==> config.mk <==
export PLATFORM = sky130hd
export DESIGN_NAME = lpm_loop_words
export DESIGN_NICKNAME = d
export VERILOG_FILES = /design/src/lpm_pkg.sv /design/src/lpm_mode_if.sv /design/src/lpm_loop_words.sv /design/src/lpm_mode_ctl.sv /design/src/lpm_format_decode.sv
export SDC_FILE = /design/constraint.sdc
export NUM_CORES = 1
export LEC_CHECK = 0
export BUFFER_PORTS_ARGS = -buffer_cell sky130_fd_sc_hd__buf_2
export CAP_MARGIN = 40
export CORE_MARGIN = 2
export CORE_UTILIZATION = 35
export CTS_BUF_LIST = sky130_fd_sc_hd__clkbuf_16
export DETAILED_ROUTE_END_ITERATION = 8
export PLACE_DENSITY_LB_ADDON = 0.05
export RECOVER_POWER = 25
export SETUP_SLACK_MARGIN = 0.5
export SYNTH_ARGS = -nofsm -noshare
export SYNTH_HDL_FRONTEND = slang
export SYNTH_SLANG_ARGS = --single-unit
==> constraint.sdc <==
create_clock -name clk -period 1.17 [get_ports clk]
set_clock_uncertainty 0.1 [all_clocks]
set_input_delay 0.1755 -clock clk [delete_from_list [all_inputs] [get_ports clk]]
set_output_delay 0.1755 -clock clk [all_outputs]
set_load 0.005 [all_outputs]
==> src/lpm_pkg.sv <==
package lpm_pkg;
	// Word indices inside one loop's parameter table.
	localparam logic [4:0] OFS_SETTING_ONE = 5'h00;
	localparam logic [4:0] OFS_SETTING_TWO = 5'h01;
	localparam logic [4:0] OFS_ALARM_STATUS = 5'h06;
	localparam int WORD_W = 16;
	// Setting word one fields.
	localparam int S1_MANUAL_REQ = 0;
	localparam int S1_BUMPLESS = 3;
	localparam int S1_REVERSE = 4;
	localparam int S1_VELOCITY = 5;
	localparam int S1_VALUE_SQRT = 6;
	localparam int S1_ERR_SQUARED = 7;
	localparam int S1_DEADBAND = 8;
	localparam int S1_DGAIN_LIMIT = 9;
	localparam int S1_BIAS_FREEZE = 10;
	localparam int S1_RAMP_SOAK = 11;
	localparam int S1_VALUE_ALARM = 12;
	localparam int S1_DEV_ALARM = 13;
	localparam int S1_RATE_ALARM = 14;
	localparam int S1_INDEPENDENT = 15;
	// Setting word two fields.
	localparam int S2_IN_BIPOLAR = 0;
	localparam int S2_IN_FMT15 = 1;
	localparam int S2_FILTER = 2;
	localparam int S2_SET_POINT_LIMIT = 3;
	localparam int S2_RESET_MIN = 4;
	localparam int S2_TUNE_OPEN = 5;
	localparam int S2_TUNE_PI = 6;
	localparam int S2_TUNE_START = 7;
	localparam int S2_SCAN_CLOCK = 8;
	localparam int S2_IN_FMT16 = 9;
	localparam int S2_SEPARATE = 10;
	localparam int S2_OUT_BIPOLAR = 11;
	localparam int S2_OUT_FMT15 = 12;
	localparam int S2_OUT_FMT16 = 13;
	// Bits of setting word two that software may write.
	localparam logic [15:0] S2_WRITE_MASK = 16'h3eff;
	// Status word fields.
	localparam int ST_MODE = 0;
	localparam int ST_VALUE_ALARM = 3;
	localparam int ST_DEV_ALARM = 7;
	localparam int ST_RATE_ALARM = 9;
	localparam int ST_PROG_ERR = 10;
	localparam int ST_CALC_OVF = 11;
	localparam int ST_TUNE_RUN = 12;
	localparam int ST_TUNE_ERR = 13;
	// Reset values.
	localparam logic [15:0] SETTING_ONE_RESET = 16'h0000;
	localparam logic [15:0] SETTING_TWO_RESET = 16'h0000;
	localparam logic [2:0] MODE_RESET = 3'h1;
	// Data format codes.
	localparam logic [1:0] FMT_12 = 2'h0;
	localparam logic [1:0] FMT_15 = 2'h1;
	localparam logic [1:0] FMT_16 = 2'h2;
endpackage : lpm_pkg

==> src/lpm_mode_if.sv <==
`timescale 1ns/100ps
interface lpm_mode_if;
	// One-cycle request pulses: manual, automatic, cascade.
	logic [2:0] req;
	// One-hot active mode, same bit order.
	logic [2:0] active;
	modport ctl (input req, output active);
	modport host (output req, input active);
endinterface : lpm_mode_if

==> src/lpm_loop_words.sv <==
`timescale 1ns/100ps
// How it works
// - A 0-to-1 write on setting-one bit 0, 1 or 2 requests manual, auto, cascade.
// - Setting-one bit 3 selects bumpless transfer method one or two.
// - Setting-one bit 4 selects direct or reverse acting control.
// - Setting-one bit 5 selects position or velocity algorithm.
// - Setting-one bit 6 selects linear or square-root process value.
// - Setting-one bit 7 selects linear or squared error.
// - Setting-one bits 8-10 enable deadband, derivative limit, integrator freeze.
// - Setting-one bits 11-14 enable ramp/soak, absolute, deviation, rate alarms.
// - Setting-one bit 15 set makes the loop run independent of controller mode.
// - Setting-two bit 0 picks unipolar/bipolar, bit 1 picks 12/15-bit format.
// - Setting-two bit 9 forces 16-bit unipolar and overrides bits 0 and 1.
// - Setting-two bit 10 separates output format into bits 11 to 13.
// - Separate output: bit 11 range, bit 12 width, bit 13 forces 16-bit unipolar.
// - Setting-two bit 4 selects integral units seconds or minutes.
// - Setting-two bits 5 and 6 select tuning method and tuned terms.
// - Software sets setting-two bit 7 to tune; device clears it when done.
// - Setting-two bit 3 enables set point limiting.
// - Setting-two bit 8 is read-only scan clock; bits 14 and 15 reserved.
// - Status bits 0-2 show active manual, auto, cascade mode.
// - Status bits 3-9 show the process value alarms while they hold and their monitor is enabled.
// - Status bit 10 flags bad alarm programming, bit 11 calculation overflow.
// - Status bit 12 shows tuning running, bit 13 tuning failed; 14-15 reserved.
module lpm_loop_words #(
	parameter int ADDR_W = 5
) (
	// Clock and reset.
	input wire logic clk,
	input wire logic reset_n,
	// Loop table word port.
	input wire logic [ADDR_W-1:0] word_addr,
	input wire logic word_wr,
	input wire logic word_rd,
	input wire logic [15:0] word_wdata,
	output logic [15:0] word_rdata,
	// Loop engine state.
	input wire logic cpu_run,
	input wire logic scan_clock,
	input wire logic [6:0] alarm_cond,
	input wire logic alarm_prog_err,
	input wire logic calc_ovf,
	input wire logic tune_done,
	input wire logic tune_fail,
	// Mode and algorithm controls.
	output logic [2:0] mode_active,
	output logic loop_run,
	output logic bumpless_two,
	output logic reverse_act,
	output logic velocity_form,
	output logic process_value_sqrt,
	output logic err_squared,
	output logic deadband_en,
	output logic dgain_limit_en,
	output logic bias_freeze,
	output logic ramp_soak_en,
	// Data formats.
	output logic in_bipolar,
	output logic [1:0] in_fmt,
	output logic out_bipolar,
	output logic [1:0] out_fmt,
	// Setting word two controls.
	output logic filter_en,
	output logic set_point_limit_en,
	output logic reset_minutes,
	output logic tune_open_loop,
	output logic tune_pi_only,
	output logic tune_start
);
	// Below three address bits the status word at index six cannot be reached.
	if (ADDR_W < 3)
	begin : g_addr_check
		$error("ADDR_W too small to reach the status word");
	end

	logic [15:0] setting_one;
	logic [15:0] setting_two;
	logic [15:0] alarm_status;
	logic scan_sample;
	logic tune_err;
	lpm_mode_if mode_bus ();

	// Address decode against the printed word indices.
	wire logic [4:0] addr_idx = 5'(word_addr);
	wire logic hit_one = (addr_idx == lpm_pkg::OFS_SETTING_ONE);
	wire logic hit_two = (addr_idx == lpm_pkg::OFS_SETTING_TWO);
	wire logic hit_status = (addr_idx == lpm_pkg::OFS_ALARM_STATUS);
	wire logic wr_one = word_wr & hit_one;
	wire logic wr_two = word_wr & hit_two;

	// Only a fresh 0-to-1 edge requests; rewriting a held 1 does nothing.
	assign mode_bus.req = wr_one ? (word_wdata[2:0] & ~setting_one[2:0]) : 3'h0;
	assign mode_active = mode_bus.active;

	lpm_mode_ctl u_mode_ctl (
		.clk(clk),
		.reset_n(reset_n),
		.mode(mode_bus.ctl)
	);

	// Tune start: a software write wins over the end of tuning in the same cycle.
	wire logic tune_end = tune_done | tune_fail;
	wire logic next_tune_bit = wr_two ? word_wdata[lpm_pkg::S2_TUNE_START] :
		(setting_two[lpm_pkg::S2_TUNE_START] & ~tune_end);
	wire logic tune_rise = wr_two & word_wdata[lpm_pkg::S2_TUNE_START] &
		~setting_two[lpm_pkg::S2_TUNE_START];
	wire logic [15:0] next_setting_two = wr_two ?
		((word_wdata & lpm_pkg::S2_WRITE_MASK) & ~(16'h0001 << lpm_pkg::S2_TUNE_START)) |
		(16'(next_tune_bit) << lpm_pkg::S2_TUNE_START) :
		((setting_two & ~(16'h0001 << lpm_pkg::S2_TUNE_START)) |
		(16'(next_tune_bit) << lpm_pkg::S2_TUNE_START));

	// Setting one holds what software wrote; setting two holds the writable bits, its tune bit cleared when tuning ends.
	always_ff @(posedge clk or negedge reset_n)
	begin
		if (!reset_n)
		begin
			setting_one <= lpm_pkg::SETTING_ONE_RESET;
			setting_two <= lpm_pkg::SETTING_TWO_RESET;
		end
		else
		begin
			if (wr_one)
				setting_one <= word_wdata;
			setting_two <= next_setting_two;
		end
	end

	// A failure sticks until the next start; a failure in the start cycle still sticks.
	always_ff @(posedge clk or negedge reset_n)
	begin
		if (!reset_n)
			tune_err <= 1'b0;
		else if (tune_fail)
			tune_err <= 1'b1;
		else if (tune_rise)
			tune_err <= 1'b0;
	end

	// Alarm bits are only reported while their monitor is enabled.
	wire logic [3:0] value_alarms = alarm_cond[3:0] &
		{4{setting_one[lpm_pkg::S1_VALUE_ALARM]}};
	wire logic [1:0] dev_alarms = alarm_cond[5:4] & {2{setting_one[lpm_pkg::S1_DEV_ALARM]}};
	wire logic rate_alarm = alarm_cond[6] & setting_one[lpm_pkg::S1_RATE_ALARM];
	wire logic [15:0] next_status = {2'b00, tune_err,
		setting_two[lpm_pkg::S2_TUNE_START], calc_ovf, alarm_prog_err,
		rate_alarm, dev_alarms, value_alarms, mode_bus.active};

	// The status word is rebuilt every cycle from the engine's levels.
	always_ff @(posedge clk or negedge reset_n)
	begin
		if (!reset_n)
		begin
			alarm_status <= {13'h0000, lpm_pkg::MODE_RESET};
			scan_sample <= 1'b0;
		end
		else
		begin
			alarm_status <= next_status;
			scan_sample <= scan_clock;
		end
	end

	// Read mux; unmapped words read as zero.
	wire logic [15:0] two_view = setting_two |
		(16'(scan_sample) << lpm_pkg::S2_SCAN_CLOCK);
	wire logic [15:0] next_rdata = hit_one ? setting_one :
		(hit_two ? two_view : (hit_status ? alarm_status : 16'h0000));

	// Read data is registered so it is stable the cycle after the strobe.
	always_ff @(posedge clk or negedge reset_n)
	begin
		if (!reset_n)
			word_rdata <= 16'h0000;
		else if (word_rd)
			word_rdata <= next_rdata;
	end

	// Format decode: input always from 0/1/9; output from 11-13 only when separated.
	wire logic sep = setting_two[lpm_pkg::S2_SEPARATE];
	wire logic dec_in_bip;
	wire logic [1:0] dec_in_fmt;
	wire logic dec_out_bip;
	wire logic [1:0] dec_out_fmt;

	lpm_format_decode u_in_fmt (
		.bipolar_sel(setting_two[lpm_pkg::S2_IN_BIPOLAR]),
		.fmt15_sel(setting_two[lpm_pkg::S2_IN_FMT15]),
		.fmt16_sel(setting_two[lpm_pkg::S2_IN_FMT16]),
		.bipolar(dec_in_bip),
		.fmt(dec_in_fmt)
	);

	lpm_format_decode u_out_fmt (
		.bipolar_sel(sep ? setting_two[lpm_pkg::S2_OUT_BIPOLAR] :
			setting_two[lpm_pkg::S2_IN_BIPOLAR]),
		.fmt15_sel(sep ? setting_two[lpm_pkg::S2_OUT_FMT15] :
			setting_two[lpm_pkg::S2_IN_FMT15]),
		.fmt16_sel(sep ? setting_two[lpm_pkg::S2_OUT_FMT16] :
			setting_two[lpm_pkg::S2_IN_FMT16]),
		.bipolar(dec_out_bip),
		.fmt(dec_out_fmt)
	);

	// Control outputs are registered from the setting fields; the formats are decoded and loop_run also follows cpu_run.
	always_ff @(posedge clk or negedge reset_n)
	begin
		if (!reset_n)
		begin
			{in_bipolar, in_fmt, out_bipolar, out_fmt} <= '0;
			{loop_run, bumpless_two, reverse_act, velocity_form, process_value_sqrt} <= '0;
			{err_squared, deadband_en, dgain_limit_en, bias_freeze} <= '0;
			{ramp_soak_en, filter_en, set_point_limit_en, reset_minutes} <= '0;
			{tune_open_loop, tune_pi_only, tune_start} <= '0;
		end
		else
		begin
			in_bipolar <= dec_in_bip;
			in_fmt <= dec_in_fmt;
			out_bipolar <= dec_out_bip;
			out_fmt <= dec_out_fmt;
			loop_run <= cpu_run | setting_one[lpm_pkg::S1_INDEPENDENT];
			bumpless_two <= setting_one[lpm_pkg::S1_BUMPLESS];
			reverse_act <= setting_one[lpm_pkg::S1_REVERSE];
			velocity_form <= setting_one[lpm_pkg::S1_VELOCITY];
			process_value_sqrt <= setting_one[lpm_pkg::S1_VALUE_SQRT];
			err_squared <= setting_one[lpm_pkg::S1_ERR_SQUARED];
			deadband_en <= setting_one[lpm_pkg::S1_DEADBAND];
			dgain_limit_en <= setting_one[lpm_pkg::S1_DGAIN_LIMIT];
			bias_freeze <= setting_one[lpm_pkg::S1_BIAS_FREEZE];
			ramp_soak_en <= setting_one[lpm_pkg::S1_RAMP_SOAK];
			filter_en <= setting_two[lpm_pkg::S2_FILTER];
			set_point_limit_en <= setting_two[lpm_pkg::S2_SET_POINT_LIMIT];
			reset_minutes <= setting_two[lpm_pkg::S2_RESET_MIN];
			tune_open_loop <= setting_two[lpm_pkg::S2_TUNE_OPEN];
			tune_pi_only <= setting_two[lpm_pkg::S2_TUNE_PI];
			tune_start <= setting_two[lpm_pkg::S2_TUNE_START];
		end
	end
endmodule : lpm_loop_words

==> src/lpm_mode_ctl.sv <==
`timescale 1ns/100ps
module lpm_mode_ctl (
	// Clock and reset.
	input wire logic clk,
	input wire logic reset_n,
	// Requests in, active mode out.
	lpm_mode_if.ctl mode
);
	typedef enum logic [1:0] {LPM_MANUAL, LPM_AUTO, LPM_CASCADE} lpm_mode_t;
	lpm_mode_t state;
	lpm_mode_t next_state;

	// Manual wins when requests collide, since it is the safe fallback.
	always_comb
	begin
		case (state)
			LPM_MANUAL, LPM_AUTO, LPM_CASCADE:
			begin
				if (mode.req[0])
					next_state = LPM_MANUAL;
				else if (mode.req[1])
					next_state = LPM_AUTO;
				else if (mode.req[2])
					next_state = LPM_CASCADE;
				else
					next_state = state;
			end
			default: next_state = LPM_MANUAL;
		endcase
	end

	// The state and its one-hot indication change together.
	always_ff @(posedge clk or negedge reset_n)
	begin
		if (!reset_n)
		begin
			state <= LPM_MANUAL;
			mode.active <= lpm_pkg::MODE_RESET;
		end
		else
		begin
			state <= next_state;
			mode.active <= 3'h1 << next_state;
		end
	end
endmodule : lpm_mode_ctl

==> src/lpm_format_decode.sv <==
`timescale 1ns/100ps
module lpm_format_decode (
	// Raw format bits.
	input wire logic bipolar_sel,
	input wire logic fmt15_sel,
	input wire logic fmt16_sel,
	// Resolved format.
	output logic bipolar,
	output logic [1:0] fmt
);
	// The 16-bit choice overrides the other two and is always unipolar.
	assign bipolar = bipolar_sel & ~fmt16_sel;
	assign fmt = fmt16_sel ? lpm_pkg::FMT_16 :
		(fmt15_sel ? lpm_pkg::FMT_15 : lpm_pkg::FMT_12);
endmodule : lpm_format_decode

==> metrics.txt, run 1 <==
Reg2Reg Depth 3; largest cells by area after synthesis dfrtp_1, mux2_2, mux2i_1; final setup TNS -3.07 ns; register-to-register setup slack -0.08 ns; MaxCap Viol Count 0; worst endpoint required time 1.28 ns; Syn Nets 262; drt via density 4.75; Hold Slack -0.150 ns; clock root cell clkbuf_16; number of synthesized flops with an enable pin 0; total design power 7.82 mW; RSZ-0062 raised after global routing true; Final Max Slew Viols 0; initial antenna violation count 0; failing checks hold timing, setup timing; Pleak 2.67 nW; # diodes 0; Avg Cell Area, Syn 15.0 um2; setup violators final 34; Tcrit/Tclk final 1.12; Synth Cell Area 3370 um2; Post-DP Area 4350 um2; CTS tree yes; final hold vios 22; clock period minus worst slack 1.31 ns; Crit Path Class in -> reg; via count 2479; Yosys top cell by area dfrtp_1; Post-Route WL 8.83 mm; core footprint 9280 um2; Worst Path Arrival 1.42 ns; synthesized flop and latch total 87; crit path cell chain buf_8, or4b_4, nor2_8, mux2_4; gr usage total 0.175; worst r2r src setting_one[10]$_DFFE_PN0P_; final worst slack -0.143 ns; CP peak stage delay 0.57 ns; FP Rows 35; power per cell area 1450 nW/um2; First-pass DRT Iterations 4; GR Overflow Total 0; Util after Layout 0.582; Synth Instances 224; WL/cell 16.9 um; Synth Flop Type dfrtp_1; worst path bufs/invs 1; H-tree levels 3; Starting Density 0.363; met3 usage 0.0492; Reg clk slew, reported paths 0.06 ns; asr flop ratio synth 1.00; Hold Crit Class in -> reg; list of most frequent post-synthesis cells dfrtp_1, mux2_2, nor3_1; most frequent cell after synthesis dfrtp_1; total CTS buffers 9; Worst R2R End setting_one[10]$_DFFE_PN0P_; die height 102 um; DRT antenna net count 0; Worst Max-Slew Pin Slew 0.376 ns; Peak VDD IR 600 uV; count of input and output buffers 78; layout cells sized above 1 0.628; delay-heaviest family, CP simple AND/OR/NAND/NOR gates; top cell type's share of synthesized area 0.632; Syn. warnings 0; Setup crit start kind input port; Max Fanout on Critical Path 8; Reg area 2180 um2; Clock Sinks 87; placer congestion estimate 0.745; Clock Tree Buf Depth 2; grt met2 use 0.272; Final #Nets 427; slowest CP cell or4b_4; Worst slew margin 0.748; GR Layer Usage met1 0.246; Area Overhead vs Synth 60.3%; Max Fclk 761 MHz; multi-input gate area in the final layout 1520 um2; outcome finished with violations; DRC violations left 0; Die ar. 10400 um2; min-delay src scan_clock; GR peak layer met2; largest net degree at the start of global routing 35; vias in the first global route 2548; Ports 79; Clk Latency, worst-skew pair 0.33 ns; Synth cell types 37; DP HPWL 5.69 mm; Fillers 801; CP Capture Type register; die width 102 um; Post-Layout Inst Area 5400 um2; first-pass GRT wire length 13.7 mm; Hold Path End scan_sample$_DFF_PN0_; share of the yosys chip area belonging to registers 0.647; hold path depth 1; Initial DRC Count 75
[per-stage QoR]
stage / setup WS [ns] / std cells
floorplan: -0.297 / 224
global placement: -0.589 / 463
detailed placement: -0.553 / 464
CTS: -0.168 / 505
global route: -0.161 / 522
finish: -0.143 / 522
[placed cells by master, fill, tap and decap left out, drive strengths merged, types with 5 or more instances in the layout]
master           n
clkinv           5
nand2b           5
nor3            17
clkbuf          17
buf            141
dfrtp           85
mux2            29
clkdlybuf4s25   11
mux2i           16
nand2            5
and2             8
a221o           14
[cell families (layout without fill, tap and decap cells)]
family / Yosys count / after routing / share of synthesized area
DFF: 87 / 87 / 0.647
and+or+nand+nor: 53 / 54 / 0.105
muxes: 45 / 45 / 0.156
AOI/OAI and AO/OA: 28 / 28 / 0.0743
buffers and inverters: 11 / 179 / 0.0175
[how the worst max path moves through the flow]
stage            startpoint  slack (ns)                     endpoint  cells after the start
2_1_floorplan  word_addr[3]       -0.30  setting_one[12]$_DFFE_PN0P_                      3
3_3_place_gp   word_addr[0]       -0.59    word_rdata[7]$_DFFE_PN0P_                      4
3_5_place_dp   word_addr[3]       -0.55  setting_one[15]$_DFFE_PN0P_                      4
4_1_cts        word_addr[2]       -0.17   setting_one[1]$_DFFE_PN0P_                      4
5_1_grt        word_addr[4]       -0.16   setting_one[1]$_DFFE_PN0P_                      4
6_report       word_addr[4]       -0.14  setting_one[12]$_DFFE_PN0P_                      4
[layer usage]
layer,share of wire,up-vias
li1,-,1157
met1,0.48,1256
met2,0.48,62
met3,0.041,4
met4,0.0043,0
met5,0,-
[flip-flops by register name (all words and copies together), names as in the netlist, 2 cells and up]
signal	count
setting_one	16
alarm_status	14
out_fmt	2
word_rdata	16
setting_two	13
in_fmt	2
u_mode_ctl.state	2
u_mode_ctl.mode.active	3
[final cells by class]
type / count / area share
sequential: 87 / 0.404
multi-input combinational: 127 / 0.281
timing repair buffer: 161 / 0.235
clock buffer: 9 / 0.0417
tap: 129 / 0.0299
clock inverter: 6 / 0.00672
inverter: 3 / 0.00209
[where the power goes]
| group | switching (mW) | internal (mW) |
|---|---|---|
| Clock | 1.14 | 1.42 |
| Combinational | 0.665 | 1.01 |
| Sequential | 0.195 | 3.39 |
| Total | 2.00 | 5.82 |
[what timing repair did]
action                                 4_1_cts  5_1_grt
hold buffers                                 1        1
setup endpoints to repair                  113      206
setup buffers                               24       15
endpoints found under the hold margin      114      111
cloned                                       1        2
gates resized for setup                     57       51
pin swaps                                   20       21
No activity file was read; power rests on OpenSTA's default activity.
==> run 2, diff against run 1 <==
--- a/config.mk
+++ b/config.mk
@@ -9,7 +9,6 @@
 export CAP_MARGIN = 40
 export CORE_MARGIN = 2
 export CORE_UTILIZATION = 35
-export CTS_BUF_LIST = sky130_fd_sc_hd__clkbuf_16
 export DETAILED_ROUTE_END_ITERATION = 8
 export PLACE_DENSITY_LB_ADDON = 0.05
 export RECOVER_POWER = 25
==> metrics.txt, run 2 (synthesized netlist as in run 1, its figures left out) <==
outcome finished with violations (unchanged); failing checks hold timing, setup timing (unchanged); MaxCap Viol Count 0 (unchanged); worst endpoint required time 1.29 ns (was 1.28 ns); Hold Slack -0.0878 ns (was -0.150 ns); power per cell area 1330 nW/um2 (was 1450 nW/um2); vias in the first global route 2563 (was 2548); Reg2Reg Depth 3 (unchanged); Clk Latency, worst-skew pair 0.34 ns (was 0.33 ns); Area Overhead vs Synth 60.6% (was 60.3%); gr usage total 0.175 (about the same); Worst slew margin 0.691 (was 0.748); register-to-register setup slack -0.09 ns (was -0.08 ns); placer congestion estimate 0.745 (unchanged); First-pass DRT Iterations 4 (unchanged); Final #Nets 431 (was 427); first-pass GRT wire length 13.7 mm (about the same); GR Overflow Total 0 (unchanged); Starting Density 0.363 (unchanged); Reg clk slew, reported paths 0.09 ns (was 0.06 ns); worst r2r src setting_one[9]$_DFFE_PN0P_ (was setting_one[10]$_DFFE_PN0P_); Max Fclk 769 MHz (was 761 MHz); Max Fanout on Critical Path 8 (unchanged); # diodes 0 (unchanged); min-delay src cpu_run (was scan_clock); via count 2477 (was 2479); FP Rows 35 (unchanged); Hold Crit Class in -> reg (unchanged); Clock Tree Buf Depth 2 (unchanged); Reg area 2180 um2 (about the same); Die ar. 10400 um2 (unchanged); Tcrit/Tclk final 1.11 (was 1.12); CTS tree yes (unchanged); Worst Max-Slew Pin Slew 0.461 ns (was 0.376 ns); Peak VDD IR 582 uV (was 600 uV); DP HPWL 5.69 mm (unchanged); largest registers setting_one (16), word_rdata (16), alarm_status (14) (unchanged); Worst R2R End setting_one[9]$_DFFE_PN0P_ (was setting_one[10]$_DFFE_PN0P_); initial antenna violation count 0 (unchanged); Worst Path Arrival 1.42 ns (about the same); RSZ-0062 raised after global routing true (unchanged); Final Max Slew Viols 0 (unchanged); commonest non-fill, non-tap cells in the layout dfrtp_1, buf_2, buf_4, buf_6, mux2_4 (unchanged); Setup crit start kind input port (unchanged); core footprint 9280 um2 (unchanged); count of input and output buffers 78 (unchanged); pre-CTS setup slack -0.553 ns (unchanged); Clock Sinks 87 (unchanged); DRC violations left 0 (unchanged); die width 102 um (unchanged); DRT antenna net count 0 (unchanged); final worst slack -0.131 ns (was -0.143 ns); layout cells sized above 1 0.652 (was 0.628); Post-Route WL 8.81 mm (was 8.83 mm); Post-DP Area 4350 um2 (unchanged); CP Capture Type register (unchanged); Post-Layout Inst Area 5410 um2 (was 5400 um2); hold path depth 2 (was 1); Crit Path Class in -> reg (unchanged); total CTS buffers 9 (unchanged); die height 102 um (unchanged); largest net degree at the start of global routing 35 (unchanged); Pleak 2.66 nW (was 2.67 nW); setup violators final 33 (was 34); WL/cell 16.8 um (was 16.9 um); clock root cell clkbuf_8 (was clkbuf_16); Fillers 811 (was 801); final hold vios 29 (was 22); Hold Path End loop_run$_DFF_PN0_ (was scan_sample$_DFF_PN0_); multi-input gate area in the final layout 1560 um2 (was 1520 um2); clock period minus worst slack 1.30 ns (was 1.31 ns); H-tree levels 3 (unchanged); Ports 79 (unchanged); Initial DRC Count 61 (was 75); drt via density 4.71 (was 4.75); most common cell after layout, fill and taps aside dfrtp_1 (unchanged)
run 2: per-stage QoR:
stage | total power, mW | util | setup TNS, ns | cells
3_3_place_gp | 4.78 | 0.468 | -22.70 | 463
4_1_cts | 7.06 | 0.542 | -2.21 | 509
6_report | 7.22 | 0.583 | -2.42 | 526
3_5_place_dp | 4.79 | 0.469 | -17.79 | 464
5_1_grt | 7.62 | 0.583 | -3.82 | 526
2_1_floorplan | 4.14 | - | -7.16 | 224
run 2: worst max path at each step:
stage | from | to | depth (start not counted)
floorplan | word_addr[3] | setting_one[12]$_DFFE_PN0P_ | 3
global placement | word_addr[0] | word_rdata[7]$_DFFE_PN0P_ | 4
detailed placement | word_addr[3] | setting_one[15]$_DFFE_PN0P_ | 4
CTS | word_addr[2] | setting_one[1]$_DFFE_PN0P_ | 4
global route | u_mode_ctl.mode.active[0]$_DFF_PN1_ | mode_active[0] | 1
finish | word_addr[4] | setting_one[1]$_DFFE_PN0P_ | 4
run 2: layer usage:
metal  wire [um]  up-vias  track usage
li1            -     1168            -
met1        4160     1237        0.246
met2        4170       66        0.278
met3         415        6       0.0451
met4          61        0       0.0349
met5           0        -            0
run 2: worst max-delay path, stage by stage:
cell    delay (ns)
buf_8         0.09
or4b_4        0.57
nor2_8        0.25
mux2_4        0.33
run 2: final cells by class:
type,count,share of cell area
timing repair buffer,165,0.244
tap,129,0.0298
sequential,87,0.403
inverter,3,0.00208
multi-input combinational,127,0.289
clock inverter,5,0.00601
clock buffer,10,0.0254
run 2: power breakdown:
part,internal (mW),total [mW],switching (mW)
clock network,0.819,1.87,1.05
registers,3.39,3.60,0.205
logic,1.07,1.76,0.684
run 2: what timing repair did:
| action | in CTS | in global routing |
|---|---|---|
| pin swaps | 22 | 18 |
| gates resized for setup | 63 | 59 |
| setup buffers | 25 | 15 |
| hold buffers | 4 | 1 |
| gates cloned | 1 | 2 |
| endpoints found under the hold margin | 120 | 118 |
| endpoints found under the setup margin | 113 | 208 |
